File: config.mk
export PLATFORM = sky130hd
export DESIGN_NAME = ltsm_top
export DESIGN_NICKNAME = d
export VERILOG_FILES = /design/src/ltsm_pkg.sv /design/src/ltsm_lamp_if.sv /design/src/ltsm_top.sv /design/src/ltsm_lamp_check.sv
export SDC_FILE = /design/constraint.sdc
export NUM_CORES = 1
export LEC_CHECK = 0
export ABC_AREA = 1
export BUFFER_PORTS_ARGS = -buffer_cell sky130_fd_sc_hd__buf_4
export CORE_ASPECT_RATIO = 0.6
export CORE_MARGIN = 2
export CORE_UTILIZATION = 56
export DETAILED_ROUTE_END_ITERATION = 12
export PLACE_DENSITY = 0.88
export RECOVER_POWER = 100
export SYNTH_ARGS = -nofsm -noshare
export SYNTH_HDL_FRONTEND = slang
export SYNTH_SLANG_ARGS = --single-unit
File: constraint.sdc
create_clock -name ref_clk_i -period 3.5 [get_ports ref_clk_i]
set_clock_uncertainty 0.2 [all_clocks]
set_input_delay 0 -clock ref_clk_i [delete_from_list [all_inputs] [get_ports ref_clk_i]]
set_output_delay 0 -clock ref_clk_i [all_outputs]
set_load 0.01 [all_outputs]
File: src/ltsm_pkg.sv
//------------------------------------------------------------------------------
// Purpose: shared constants for the lamp test and status monitor
// Assumes: 125 MHz reference clock
// Notes: times kept in their own units, cycle counts derived from them
//------------------------------------------------------------------------------
package ltsm_pkg;

  // ----------------------------------------------------------------
  // timing
  // ----------------------------------------------------------------
  localparam longint unsigned CLK_HZ = 64'd125_000_000;
  localparam int unsigned LAMP_INTERVAL_S = 3;
  localparam int unsigned LAMP_REPORT_MAX_S = 6;
  localparam longint unsigned LAMP_INTERVAL_CYC = CLK_HZ * LAMP_INTERVAL_S;
  localparam int unsigned LAMP_FAIL_LIMIT = 2;
  localparam int unsigned LAMP_FAIL_W = 2;

  // ----------------------------------------------------------------
  // status bit polarity
  // ----------------------------------------------------------------
  localparam logic STAT_NORMAL = 1'b1;
  localparam logic STAT_FAULT = 1'b0;

  // ----------------------------------------------------------------
  // alarm word layout per analog channel
  // ----------------------------------------------------------------
  localparam int unsigned ALM_HH = 0;
  localparam int unsigned ALM_LL = 1;
  localparam int unsigned ALM_HI = 2;
  localparam int unsigned ALM_LO = 3;
  localparam int unsigned ALM_DUAL_LOW = 4;
  localparam int unsigned ALM_TACH_OVR = 5;
  localparam int unsigned ALM_TACH_UND = 6;
  localparam int unsigned ALM_W = 7;

  // lamp checker states
  typedef enum logic [1:0]
  {
    LTSM_IDLE = 2'b00,
    LTSM_ARMED = 2'b01,
    LTSM_FAILED = 2'b10
  } ltsm_lamp_e;

endpackage : ltsm_pkg

File: src/ltsm_lamp_if.sv
//------------------------------------------------------------------------------
// Purpose: links the interval tick source to each lamp checker
// Assumes: single clock domain
// Notes: tick is a one-cycle pulse
//------------------------------------------------------------------------------
`timescale 1ns/1ps
interface ltsm_lamp_if;
  logic tick;
  logic cmd_on;
  logic lamp_ok;
  logic status;
  modport checker_side (input tick, input cmd_on, input lamp_ok, output status);
  modport top_side (output tick, output cmd_on, output lamp_ok, input status);
endinterface : ltsm_lamp_if

File: src/ltsm_top.sv
//------------------------------------------------------------------------------
// Purpose: lamp open-circuit test and diagnostic status reporting
// Assumes: fault inputs are active high, lamp sense from pins is asynchronous
// Notes: status outputs use 1 = normal, 0 = fault
//------------------------------------------------------------------------------
// How it works
// RQ1: lamp test runs once every 3 seconds per lamp output.
// RQ2: two failed tests in a row declare a burned lamp.
// RQ3: first test waits for the next 3 s boundary after switch-on.
// RQ4: test repeats each interval while the output stays commanded on.
// RQ5: burned lamp reported within 6 s of command on.
// RQ6: controller keeps the lamp output on at least 6 s.
// RQ7: status reads 1 after reset while output stays off.
// RQ8: an already open lamp is found only after command on.
// RQ9: replacing the lamp restores status to normal, any command.
// RQ10: lamp status 1 when intact, 0 once open declared.
// RQ11: only the controller drives lamp outputs, never the status.
// RQ12: every status bit: 1 normal or on, 0 fault.
// RQ13: one status bit per input, output and test output.
// RQ14: controller forces its status copy off on lost connection.
// RQ15: combined statuses are the AND of all point statuses.
// RQ16: output monitor reflects actual output state.
// RQ17: one status bit per analog channel, 1 when normal.
// RQ18: flag supply, sensor power, signal range; broken wire only in current mode.
// RQ19: measurement disagreement clears channel status and zeroes its value.
// RQ20: per-channel alarm word holds limit and tachometer flags.
// RQ21: failure count clears on a pass or when output goes off.
`timescale 1ns/1ps
module ltsm_top
  import ltsm_pkg::*;
#(
  parameter int unsigned N_IN = 8,
  parameter int unsigned N_OUT = 8,
  parameter int unsigned N_TEST = 4,
  parameter int unsigned N_AIN = 4,
  parameter int unsigned AW = 16,
  parameter longint unsigned INTERVAL_CYC = LAMP_INTERVAL_CYC
)
(
  input wire logic ref_clk_i,
  input wire logic rst_i,
  input wire logic lamp_test_output_a_cmd_i,
  input wire logic lamp_test_output_b_cmd_i,
  input wire logic lamp_a_sense_ok_i,
  input wire logic lamp_b_sense_ok_i,
  output logic lamp_test_output_a_o,
  output logic lamp_test_output_b_o,
  output logic lamp_a_status_o,
  output logic lamp_b_status_o,
  input wire logic [N_IN-1:0] in_fault_i,
  input wire logic [N_OUT-1:0] out_fault_i,
  input wire logic [N_TEST-1:0] test_fault_i,
  input wire logic [N_OUT-1:0] out_actual_i,
  output logic [N_IN-1:0] in_status_o,
  output logic [N_OUT-1:0] out_status_o,
  output logic [N_TEST-1:0] test_status_o,
  output logic in_combined_o,
  output logic out_combined_o,
  output logic [N_OUT-1:0] out_monitor_o,
  input wire logic supply_range_fault_i,
  input wire logic [N_AIN-1:0] sensor_pwr_fault_i,
  input wire logic [N_AIN-1:0] signal_range_fault_i,
  input wire logic [N_AIN-1:0] current_mode_i,
  input wire logic [N_AIN-1:0] wire_open_i,
  input wire logic [N_AIN-1:0][AW-1:0] meas_a_i,
  input wire logic [N_AIN-1:0][AW-1:0] meas_b_i,
  input wire logic [AW-1:0] meas_tol_i,
  input wire logic [N_AIN-1:0][ALM_W-1:0] alarm_raw_i,
  output logic supply_fault_o,
  output logic [N_AIN-1:0] sensor_pwr_fault_o,
  output logic [N_AIN-1:0] signal_range_fault_o,
  output logic [N_AIN-1:0] wire_broken_o,
  output logic [N_AIN-1:0] meas_mismatch_o,
  output logic [N_AIN-1:0] ain_status_o,
  output logic [N_AIN-1:0][AW-1:0] ain_value_o,
  output logic [N_AIN-1:0][ALM_W-1:0] alarm_status_o
);

  // ----------------------------------------------------------------
  // interval tick: free running, so switch-on aligns to next boundary
  // ----------------------------------------------------------------
  logic [39:0] tick_cnt;
  logic [39:0] next_tick_cnt;
  logic tick;
  logic next_tick;

  always_comb
  begin
    next_tick = 1'b0;
    next_tick_cnt = tick_cnt + 40'h1;
    if (tick_cnt >= 40'(INTERVAL_CYC - 1))
    begin
      next_tick_cnt = '0;
      next_tick = 1'b1; // RQ1 RQ3
    end
  end

  always_ff @(posedge ref_clk_i)
  begin
    if (rst_i)
    begin
      tick_cnt <= '0;
      tick <= 1'b0;
    end
    else
    begin
      tick_cnt <= next_tick_cnt;
      tick <= next_tick;
    end
  end

  // ----------------------------------------------------------------
  // lamp sense pins: three-stage sync, change counts when 2 and 3 agree
  // ----------------------------------------------------------------
  logic [1:0] sense_s1;
  logic [1:0] sense_s2;
  logic [1:0] sense_s3;
  logic [1:0] sense_ok;
  logic [1:0] next_sense_ok;

  always_comb
  begin
    next_sense_ok = sense_ok;
    for (int i = 0; i < 2; i++)
      if (sense_s2[i] == sense_s3[i])
        next_sense_ok[i] = sense_s3[i];
  end

  always_ff @(posedge ref_clk_i)
  begin
    if (rst_i)
    begin
      sense_s1 <= 2'h3;
      sense_s2 <= 2'h3;
      sense_s3 <= 2'h3;
      sense_ok <= 2'h3;
    end
    else
    begin
      sense_s1 <= {lamp_b_sense_ok_i, lamp_a_sense_ok_i};
      sense_s2 <= sense_s1;
      sense_s3 <= sense_s2;
      sense_ok <= next_sense_ok;
    end
  end

  // ----------------------------------------------------------------
  // lamp checkers, one per lamp test output
  // ----------------------------------------------------------------
  logic [1:0] lamp_cmd;
  logic [1:0] lamp_stat;
  assign lamp_cmd = {lamp_test_output_b_cmd_i, lamp_test_output_a_cmd_i};

  for (genvar g = 0; g < 2; g++)
  begin : g_lamp
    ltsm_lamp_if lif();
    assign lif.tick = tick;
    assign lif.cmd_on = lamp_cmd[g];
    assign lif.lamp_ok = sense_ok[g];
    assign lamp_stat[g] = lif.status;
    ltsm_lamp_check u_chk (
      .ref_clk_i(ref_clk_i),
      .rst_i(rst_i),
      .lamp(lif.checker_side)
    );
  end

  // ----------------------------------------------------------------
  // digital status: per point and combined
  // ----------------------------------------------------------------
  logic [N_IN-1:0] next_in_status;
  logic [N_OUT-1:0] next_out_status;
  logic [N_TEST-1:0] next_test_status;
  logic next_in_comb;
  logic next_out_comb;

  always_comb
  begin
    next_in_status = ~in_fault_i; // RQ12 RQ13
    next_out_status = ~out_fault_i; // RQ13
    next_test_status = ~test_fault_i; // RQ13
    next_in_comb = &next_in_status; // RQ15
    next_out_comb = &next_out_status; // RQ15
  end

  // ----------------------------------------------------------------
  // analog status: flags, mismatch check and value gating
  // ----------------------------------------------------------------
  logic [N_AIN-1:0] next_wire;
  logic [N_AIN-1:0] next_mis;
  logic [N_AIN-1:0] next_ain_stat;
  logic [N_AIN-1:0][AW-1:0] next_ain_val;
  logic [AW-1:0] diff;

  always_comb
  begin
    diff = '0;
    for (int c = 0; c < N_AIN; c++)
    begin
      diff = (meas_a_i[c] > meas_b_i[c]) ? meas_a_i[c] - meas_b_i[c]
                                         : meas_b_i[c] - meas_a_i[c];
      next_mis[c] = diff > meas_tol_i; // RQ19
      next_wire[c] = wire_open_i[c] & current_mode_i[c]; // RQ18
      next_ain_stat[c] = ~(next_mis[c] | next_wire[c] | sensor_pwr_fault_i[c]
                          | signal_range_fault_i[c] | supply_range_fault_i); // RQ17
      next_ain_val[c] = next_mis[c] ? '0 : meas_a_i[c]; // RQ19
    end
  end

  // ----------------------------------------------------------------
  // output registers: every output straight from a flip-flop
  // ----------------------------------------------------------------
  always_ff @(posedge ref_clk_i)
  begin
    if (rst_i)
    begin
      lamp_test_output_a_o <= 1'b0;
      lamp_test_output_b_o <= 1'b0;
      lamp_a_status_o <= STAT_NORMAL;
      lamp_b_status_o <= STAT_NORMAL;
      in_status_o <= '0;
      out_status_o <= '0;
      test_status_o <= '0;
      in_combined_o <= STAT_FAULT;
      out_combined_o <= STAT_FAULT;
      out_monitor_o <= '0;
      supply_fault_o <= 1'b0;
      sensor_pwr_fault_o <= '0;
      signal_range_fault_o <= '0;
      wire_broken_o <= '0;
      meas_mismatch_o <= '0;
      ain_status_o <= '0;
      ain_value_o <= '0;
      alarm_status_o <= '0;
    end
    else
    begin
      lamp_test_output_a_o <= lamp_cmd[0]; // RQ11
      lamp_test_output_b_o <= lamp_cmd[1]; // RQ11
      lamp_a_status_o <= lamp_stat[0]; // RQ10
      lamp_b_status_o <= lamp_stat[1]; // RQ10
      in_status_o <= next_in_status;
      out_status_o <= next_out_status;
      test_status_o <= next_test_status;
      in_combined_o <= next_in_comb;
      out_combined_o <= next_out_comb;
      out_monitor_o <= out_actual_i; // RQ16
      supply_fault_o <= supply_range_fault_i; // RQ18
      sensor_pwr_fault_o <= sensor_pwr_fault_i; // RQ18
      signal_range_fault_o <= signal_range_fault_i; // RQ18
      wire_broken_o <= next_wire;
      meas_mismatch_o <= next_mis;
      ain_status_o <= next_ain_stat;
      ain_value_o <= next_ain_val;
      alarm_status_o <= alarm_raw_i; // RQ20
    end
  end

endmodule : ltsm_top

File: src/ltsm_lamp_check.sv
//------------------------------------------------------------------------------
// Purpose: one lamp open-circuit checker with two-strike declaration
// Assumes: tick marks each 3 s interval boundary
// Notes: status is registered
//------------------------------------------------------------------------------
`timescale 1ns/1ps
module ltsm_lamp_check
  import ltsm_pkg::*;
(
  input wire logic ref_clk_i,
  input wire logic rst_i,
  ltsm_lamp_if.checker_side lamp
);

  ltsm_lamp_e state;
  ltsm_lamp_e next_state;
  logic [LAMP_FAIL_W-1:0] fails;
  logic [LAMP_FAIL_W-1:0] next_fails;
  logic status;
  logic next_status;

  // ----------------------------------------------------------------
  // next-state: tests only on a boundary after the output came on
  // ----------------------------------------------------------------
  always_comb
  begin
    next_state = state;
    next_fails = fails;
    next_status = status;
    case (state)
      LTSM_IDLE:
      begin
        next_fails = '0; // RQ21
        if (lamp.cmd_on)
          next_state = LTSM_ARMED; // RQ3
      end
      LTSM_ARMED, LTSM_FAILED:
      begin
        if (!lamp.cmd_on)
        begin
          next_state = LTSM_IDLE;
          next_fails = '0; // RQ21
        end
        else if (lamp.tick) // RQ1 RQ4
        begin
          if (lamp.lamp_ok)
            next_fails = '0; // RQ21
          else if (fails < LAMP_FAIL_W'(LAMP_FAIL_LIMIT))
            next_fails = fails + 1'b1;
          if (!lamp.lamp_ok && fails == LAMP_FAIL_W'(LAMP_FAIL_LIMIT - 1))
          begin
            next_state = LTSM_FAILED; // RQ2 RQ5
            next_status = STAT_FAULT; // RQ10
          end
        end
      end
      default:
        next_state = LTSM_IDLE;
    endcase
    // replaced lamp restores normal regardless of command
    if (status == STAT_FAULT && lamp.lamp_ok)
      next_status = STAT_NORMAL; // RQ9
  end

  // ----------------------------------------------------------------
  // registers: status starts normal, so an off output reads on
  // ----------------------------------------------------------------
  always_ff @(posedge ref_clk_i)
  begin
    if (rst_i)
    begin
      state <= LTSM_IDLE;
      fails <= '0;
      status <= STAT_NORMAL; // RQ7 RQ8
    end
    else
    begin
      state <= next_state;
      fails <= next_fails;
      status <= next_status;
    end
  end

  assign lamp.status = status;

endmodule : ltsm_lamp_check

## Word level (Yosys, flattened, before mapping)

Index checks and enable logic that the tools add are counted.

- Word-level logic and storage cells: 156
- Output and inout port bits: 147
- Input bits: 223
- Flip-flop bits (word level): 206

- Mux-type cells: 25
- $add $sub $neg: 11
- Reductions and logical operators: 27
- Bitwise operators: 29
- Order comparisons: 11
- Equal/unequal tests: 16

Operator list:

| kind | count |
|---|---|
| 16-bit > comparator | 8 |
| 16-bit subtractor | 8 |
| 16-bit two-way mux | 4 |
| 40-bit by 1-bit adder with 40-bit output (second input constant) | 1 |
| 40-bit by 29-bit >= comparator with 1-bit output (second input constant) | 1 |
| 2-bit two-way mux | 16 |
| 2-bit OR reduction | 9 |
| 8-bit inverter | 2 |
| 1-bit bitwise OR | 16 |
| 2-bit case mux with 2 select lines | 4 |
| 8-bit AND reduction | 2 |
| 3-bit AND reduction | 4 |
| 2-bit by 1-bit == test with 1-bit output (second input constant) | 4 |
| 4-bit by 3-bit != test with 1-bit output (second input constant) | 2 |
| 4-bit AND reduction | 2 |
| 3-bit by 2-bit != test with 1-bit output (second input constant) | 2 |
| 3-bit != test (second input constant) | 2 |
| 1-bit inverter | 6 |
| 2-bit by 1-bit adder with 2-bit output (second input constant) | 2 |
| 1-bit AND | 4 |
| 2-bit == test (second input constant) | 2 |
| 1-bit logical AND | 4 |
| 2-bit logical NOT | 2 |
| 2-bit less-than comparator (second input constant) | 2 |
| other kinds (6) | 10 |

## Logic depth before layout (Yosys ltp)

- Depth in word-level cells: 8
- Depth in mapped cells: 29
- Mapped depth without buffers: 26

## By module

A second synthesis with hierarchy kept.

- Cells, all modules: 2668
- Area total of the unflattened synthesis: 16776.1 µm²

By module, submodules not included:

| module | sequential area each (µm²) | cells each | area an instance (µm²) | times used |
|---|---|---|---|---|
| ltsm_top | 3923.8 | 2576 | 16133.0 | 1 |
| ltsm_lamp_check | 100.1 | 46 | 321.6 | 2 |

## Worst setup path before layout

No wires, ideal clock.

- Path kind: input to register
- Start: in meas_a_i[0] in the netlist's numbering
- End: reg ain_value_o[0] in the netlist's numbering
- Arrival: 2.668 ns
- Setup time: 0.116 ns
- Buffers on the path: 2
- Path slack: 0.516 ns
- Stages on the path: 26
- Required time: 3.184 ns
- Cells stage by stage: inv_1 -> ha_1 -> inv_1 -> fa_1 -> nand3_1 -> nand2_1 -> nand2_1 -> nand2_2 -> nand2_2 -> nand2_2 -> nand2_4 -> clkbuf_8 -> nand2_1 -> nand2_1 -> inv_1 -> ha_1 -> nand2_1 -> inv_1 -> nand3_1 -> nor3_1 -> nand2_1 -> nand2_1 -> nand2_1 -> nand2_1 -> buf_2 -> nor2_1

- Word-level cells in the longest chain between the ends: 4
- Elaborated cells between the ends (all ways): 6
- Classes of those cells: 2 x add/sub; 2 x order compare; 1 x mux; 1 x reduce/logical

RTL lines:

| element | line | source |
|---|---|---|
| start: declaration | ltsm_top.sv:65 | `input wire logic [N_AIN-1:0][AW-1:0] meas_a_i,` |
| 16-bit subtractor, or another cell as far along | ltsm_top.sv:201 | `: meas_b_i[c] - meas_a_i[c];` |
| 16-bit two-way mux | ltsm_top.sv:200 | `diff = (meas_a_i[c] > meas_b_i[c]) ? meas_a_i[c] - meas_b_i[c]` |
| 16-bit > comparator | ltsm_top.sv:202 | `next_mis[c] = diff > meas_tol_i;` |
| 2-bit OR reduction (no source line) | - |  |
| end signal: assignment | ltsm_top.sv:254 | `ain_value_o <= next_ain_val;` |
| end: declaration | ltsm_top.sv:75 | `output logic [N_AIN-1:0][AW-1:0] ain_value_o,` |

Several ways; a longest one is shown, not always the timed one.
A chain may end at the register's enable or synchronous reset.

## Worst setup path in the final report

- Start: in meas_a_i[61] in the netlist's numbering
- End: reg ain_value_o[54] in the netlist's numbering

- Word-level cells in the longest chain between the ends: 4
- Elaborated cells between the ends (all ways): 6
- Classes of those cells: 2 x add/sub; 2 x order compare; 1 x mux; 1 x reduce/logical

RTL lines:

| element | line |
|---|---|
| 16-bit subtractor, or another cell as far along | ltsm_top.sv:201 |
| 16-bit two-way mux * | ltsm_top.sv:200 |
| 16-bit > comparator * | ltsm_top.sv:202 |
| 2-bit OR reduction (no source line) * | - |

Every way passes the cells marked *; elsewhere a longest branch is shown, timed or not.

==> qor.txt <==
Overall Global Routing Usage -> 0.361
Die area -> 30900 µm²
Worst skew pair latency -> 0.55 ns
Vias per std cell -> 5.41
Layout cells sized above 1 -> 0.144
Initial antenna violation count -> 1
Critical Path RT -> 3.76 ns
Synth Register Bits -> 206
GPL Wtd Cong -> 0.981
Initial DRC count -> 2271
Adder and majority gate portion of the synthesized area -> 0.158
Detailed Routing Iterations Pass 1 -> 7
Cell Rows -> 48
Number of setup violations in the final report -> 0
Wirelength, routed -> 61.3 mm
Commonest non-fill, non-tap cell in the layout -> nand2_1
# DRC -> 0
Synth Area in Simple Gates -> 0.348
Commonest non-fill, non-tap cells in the layout -> nand2_1 (760), inv_1 (524), nor2_1 (304), buf_4 (244), dfxtp_1 (206)
Maximum vdd drop -> 0.355 mV
Final HPWL DP -> 41.3 mm
Pleak -> 12.1 nW
Io pins -> 370
Final cell count without fillers -> 3608
Crit path kind -> in -> reg
Core Util, Final -> 0.777
Synth Area in Compound Gates -> 0.0691
Most numerous cell on the critical path -> nand2_1
CTS tree -> yes
Post-Place Cells -> 3367
Synth Area per Inst -> 6.24 µm²
Synth top area share -> 0.250
Initial core utilization -> 0.572
Cell count after synthesis -> 2642
H-tree Lvls -> 1
CP max stage cell -> dlygate4sd3_1
Final Total Pwr -> 8.53 mW
Worst setup SP type -> input pin
Crit path cell chain -> dlygate4sd3_1, buf_4, inv_1, ha_4, nand2_1, nor2_1, and2_4, nand2_2, nand2_4, nand2_8, inv_6, nand2_1, nand2_1, inv_1, ha_1, nand2_1, inv_1, nand3_2, nor3_2, nand4_1, nand2_2, nand2_4, clkbuf_16, nor2_1
Worst slew margin -> 0.480
Critical Path Sink Type -> register
Area of the multi-input gates -> 10600 µm²
Crit path max fanout -> 15
Post-route setup TNS -> 0 ns
Worst path arrival time -> 3.68 ns
Max-slew violation count -> 0
Root buf cell -> clkbuf_16
Power Density -> 381 nW/µm²
Status -> finished, final reports clean
Setup crit start -> meas_a_i[61]
Die width -> 226 µm
CP peak stage delay -> 0.54 ns
Max-cap violations -> 0
Async set-reset flop share out of synthesis -> 0
Slew @ Worst Pin -> 0.779 ns
Final nets -> 3646
Ys flop type -> dfxtp_1
Tmin final -> 3.42 ns
Grt ovf -> 0
Min-Delay Path Class -> in -> reg
Synth unique cells -> 40
Clk pin slew, worst setup/hold paths -> 0.07 ns
Max Freq -> 293 MHz
Routed Antenna Nets -> 0
XOR/XNOR Fraction of Synth Area -> 0.0340
Post-synth EDFFs -> 0
Worst hold start -> alarm_raw_i[19]
Die H -> 137 µm
Vias after detailed routing -> 19500
Sink Count -> 206
Post-synthesis mux area share -> 0
YS warnings -> 0
Worst R2R Start -> tick_cnt[0]$_SDFF_PP0_
Final Hold Fails -> 0
Post-synthesis sequential area ratio -> 0.250
Largest area contributor in the netlist -> dfxtp_1
Mapped Area -> 16500 µm²
FF/Latch Area -> 4120 µm²
TritonCTS Buffers -> 22
Vias in the first global route -> 18400
Port Buffers -> 369
Largest family of logic cells by synthesized area -> simple AND/OR/NAND/NOR gates
DR WL/cell -> 17.0 µm
Largest net degree at the start of global routing -> 47
Core area -> 28800 µm²
Synth area leaders -> dfxtp_1 (25%), nand2_1 (18%), ha_1 (15%)
Post-route clock period utilization -> 0.976
Clock buffer depth -> 3
Fill cells -> 2225
Area growth, synth to finish -> 35.8%
First-pass GRT wire length -> 89.9 mm
==> cells in the mapped netlist, types with 8 or more instances <==
library cell and instances:
a21oi_1 143, buf_2 15, buf_4 9, buf_6 8
clkbuf_1 11, dfxtp_1 206, fa_1 8, ha_1 196
inv_1 527, nand2_1 780, nand2_2 20, nand3_1 126
nand4_1 46, nor2_1 314, nor2_4 9, nor3_1 28
o21ai_0 77, or2_2 11, xnor2_1 18, xor2_1 46
==> routing by layer <==
metal | wire length (µm) | GRT usage | vias to the layer above
li1 | - | - | 9207
met1 | 24300 | 0.453 | 8835
met2 | 27800 | 0.604 | 1167
met3 | 5890 | 0.0700 | 319
met4 | 3290 | 0.167 | 0
met5 | 0 | 0 | -
==> power breakdown <==
part           switching [mW]  leakage (nW)  internal (mW)
Clock                    1.06         0.373           1.50
Combinational            2.05          10.0           1.33
Sequential             0.0688          1.70           2.52
Total                    3.18          12.1           5.35
==> worst max-delay path: cells and delay by family <==
| family | cells | cell delay, ns |
|---|---|---|
| adders and majority gates | 2 | 0.63 |
| and+or+nand+nor | 15 | 1.84 |
| buffers and inverters | 7 | 1.21 |
==> kinds of logic after synthesis <==
kind of cell             Yosys count
AND/OR/NAND/NOR                 1366
XOR/XNOR                          64
AO/OA/AOI/OAI                    225
adder cells (fa/ha/maj)          204
buffers and inverters            576
flip-flops                       206
other                              1
==> final cells by class <==
class,instances,area share
Tap cell,375,0.0210
Clock inverter,9,0.00592
Sequential cell,206,0.184
Inverter,531,0.0900
Multi-Input combinational cell,1873,0.474
Clock buffer,28,0.0283
Antenna cell,1,0.000112
Timing Repair Buffer,585,0.197
==> state kept, by name (all words and copies together), names as in the netlist, 8 cells and up <==
name / count
in_status_o: 8
ain_value_o: 64
out_monitor_o: 8
tick_cnt: 40
out_status_o: 8
alarm_status_o: 28
==> through the flow <==
stage / area [µm²] / setup slack, ns / hold WS (ns)
finish: 22400 / 0.0828 / 0.0104
global route: 22400 / -0.117 / 0.0204
CTS: 22200 / 0.0214 / 0.000636
detailed placement: 19600 / 0.0505 / -0.0411
global placement: 19600 / 0.202 / -0.0482
floorplan: 16500 / 0.516 / -0.133
==> repair_timing <==
item                                    4_1_cts  5_1_grt
resized for setup                             0      140
hold buffers                                178        0
hold endpoints to repair                    162        0
setup buffers                                 0       19
endpoints found under the setup margin        0       68
==> path summary, 6_finish.rpt <==
check	end	slack, ns	cells after the start
max	ain_value_o[54]$_SDFF_PP0_	0.08	24
min	alarm_status_o[19]$_SDFF_PP0_	0.01	4
max reg2reg	tick_cnt[14]$_SDFF_PP0_	0.92	9
min reg2reg	sense_s2[1]$_SDFF_PP1_	0.21	1
Power figures use the tool's default switching activity.
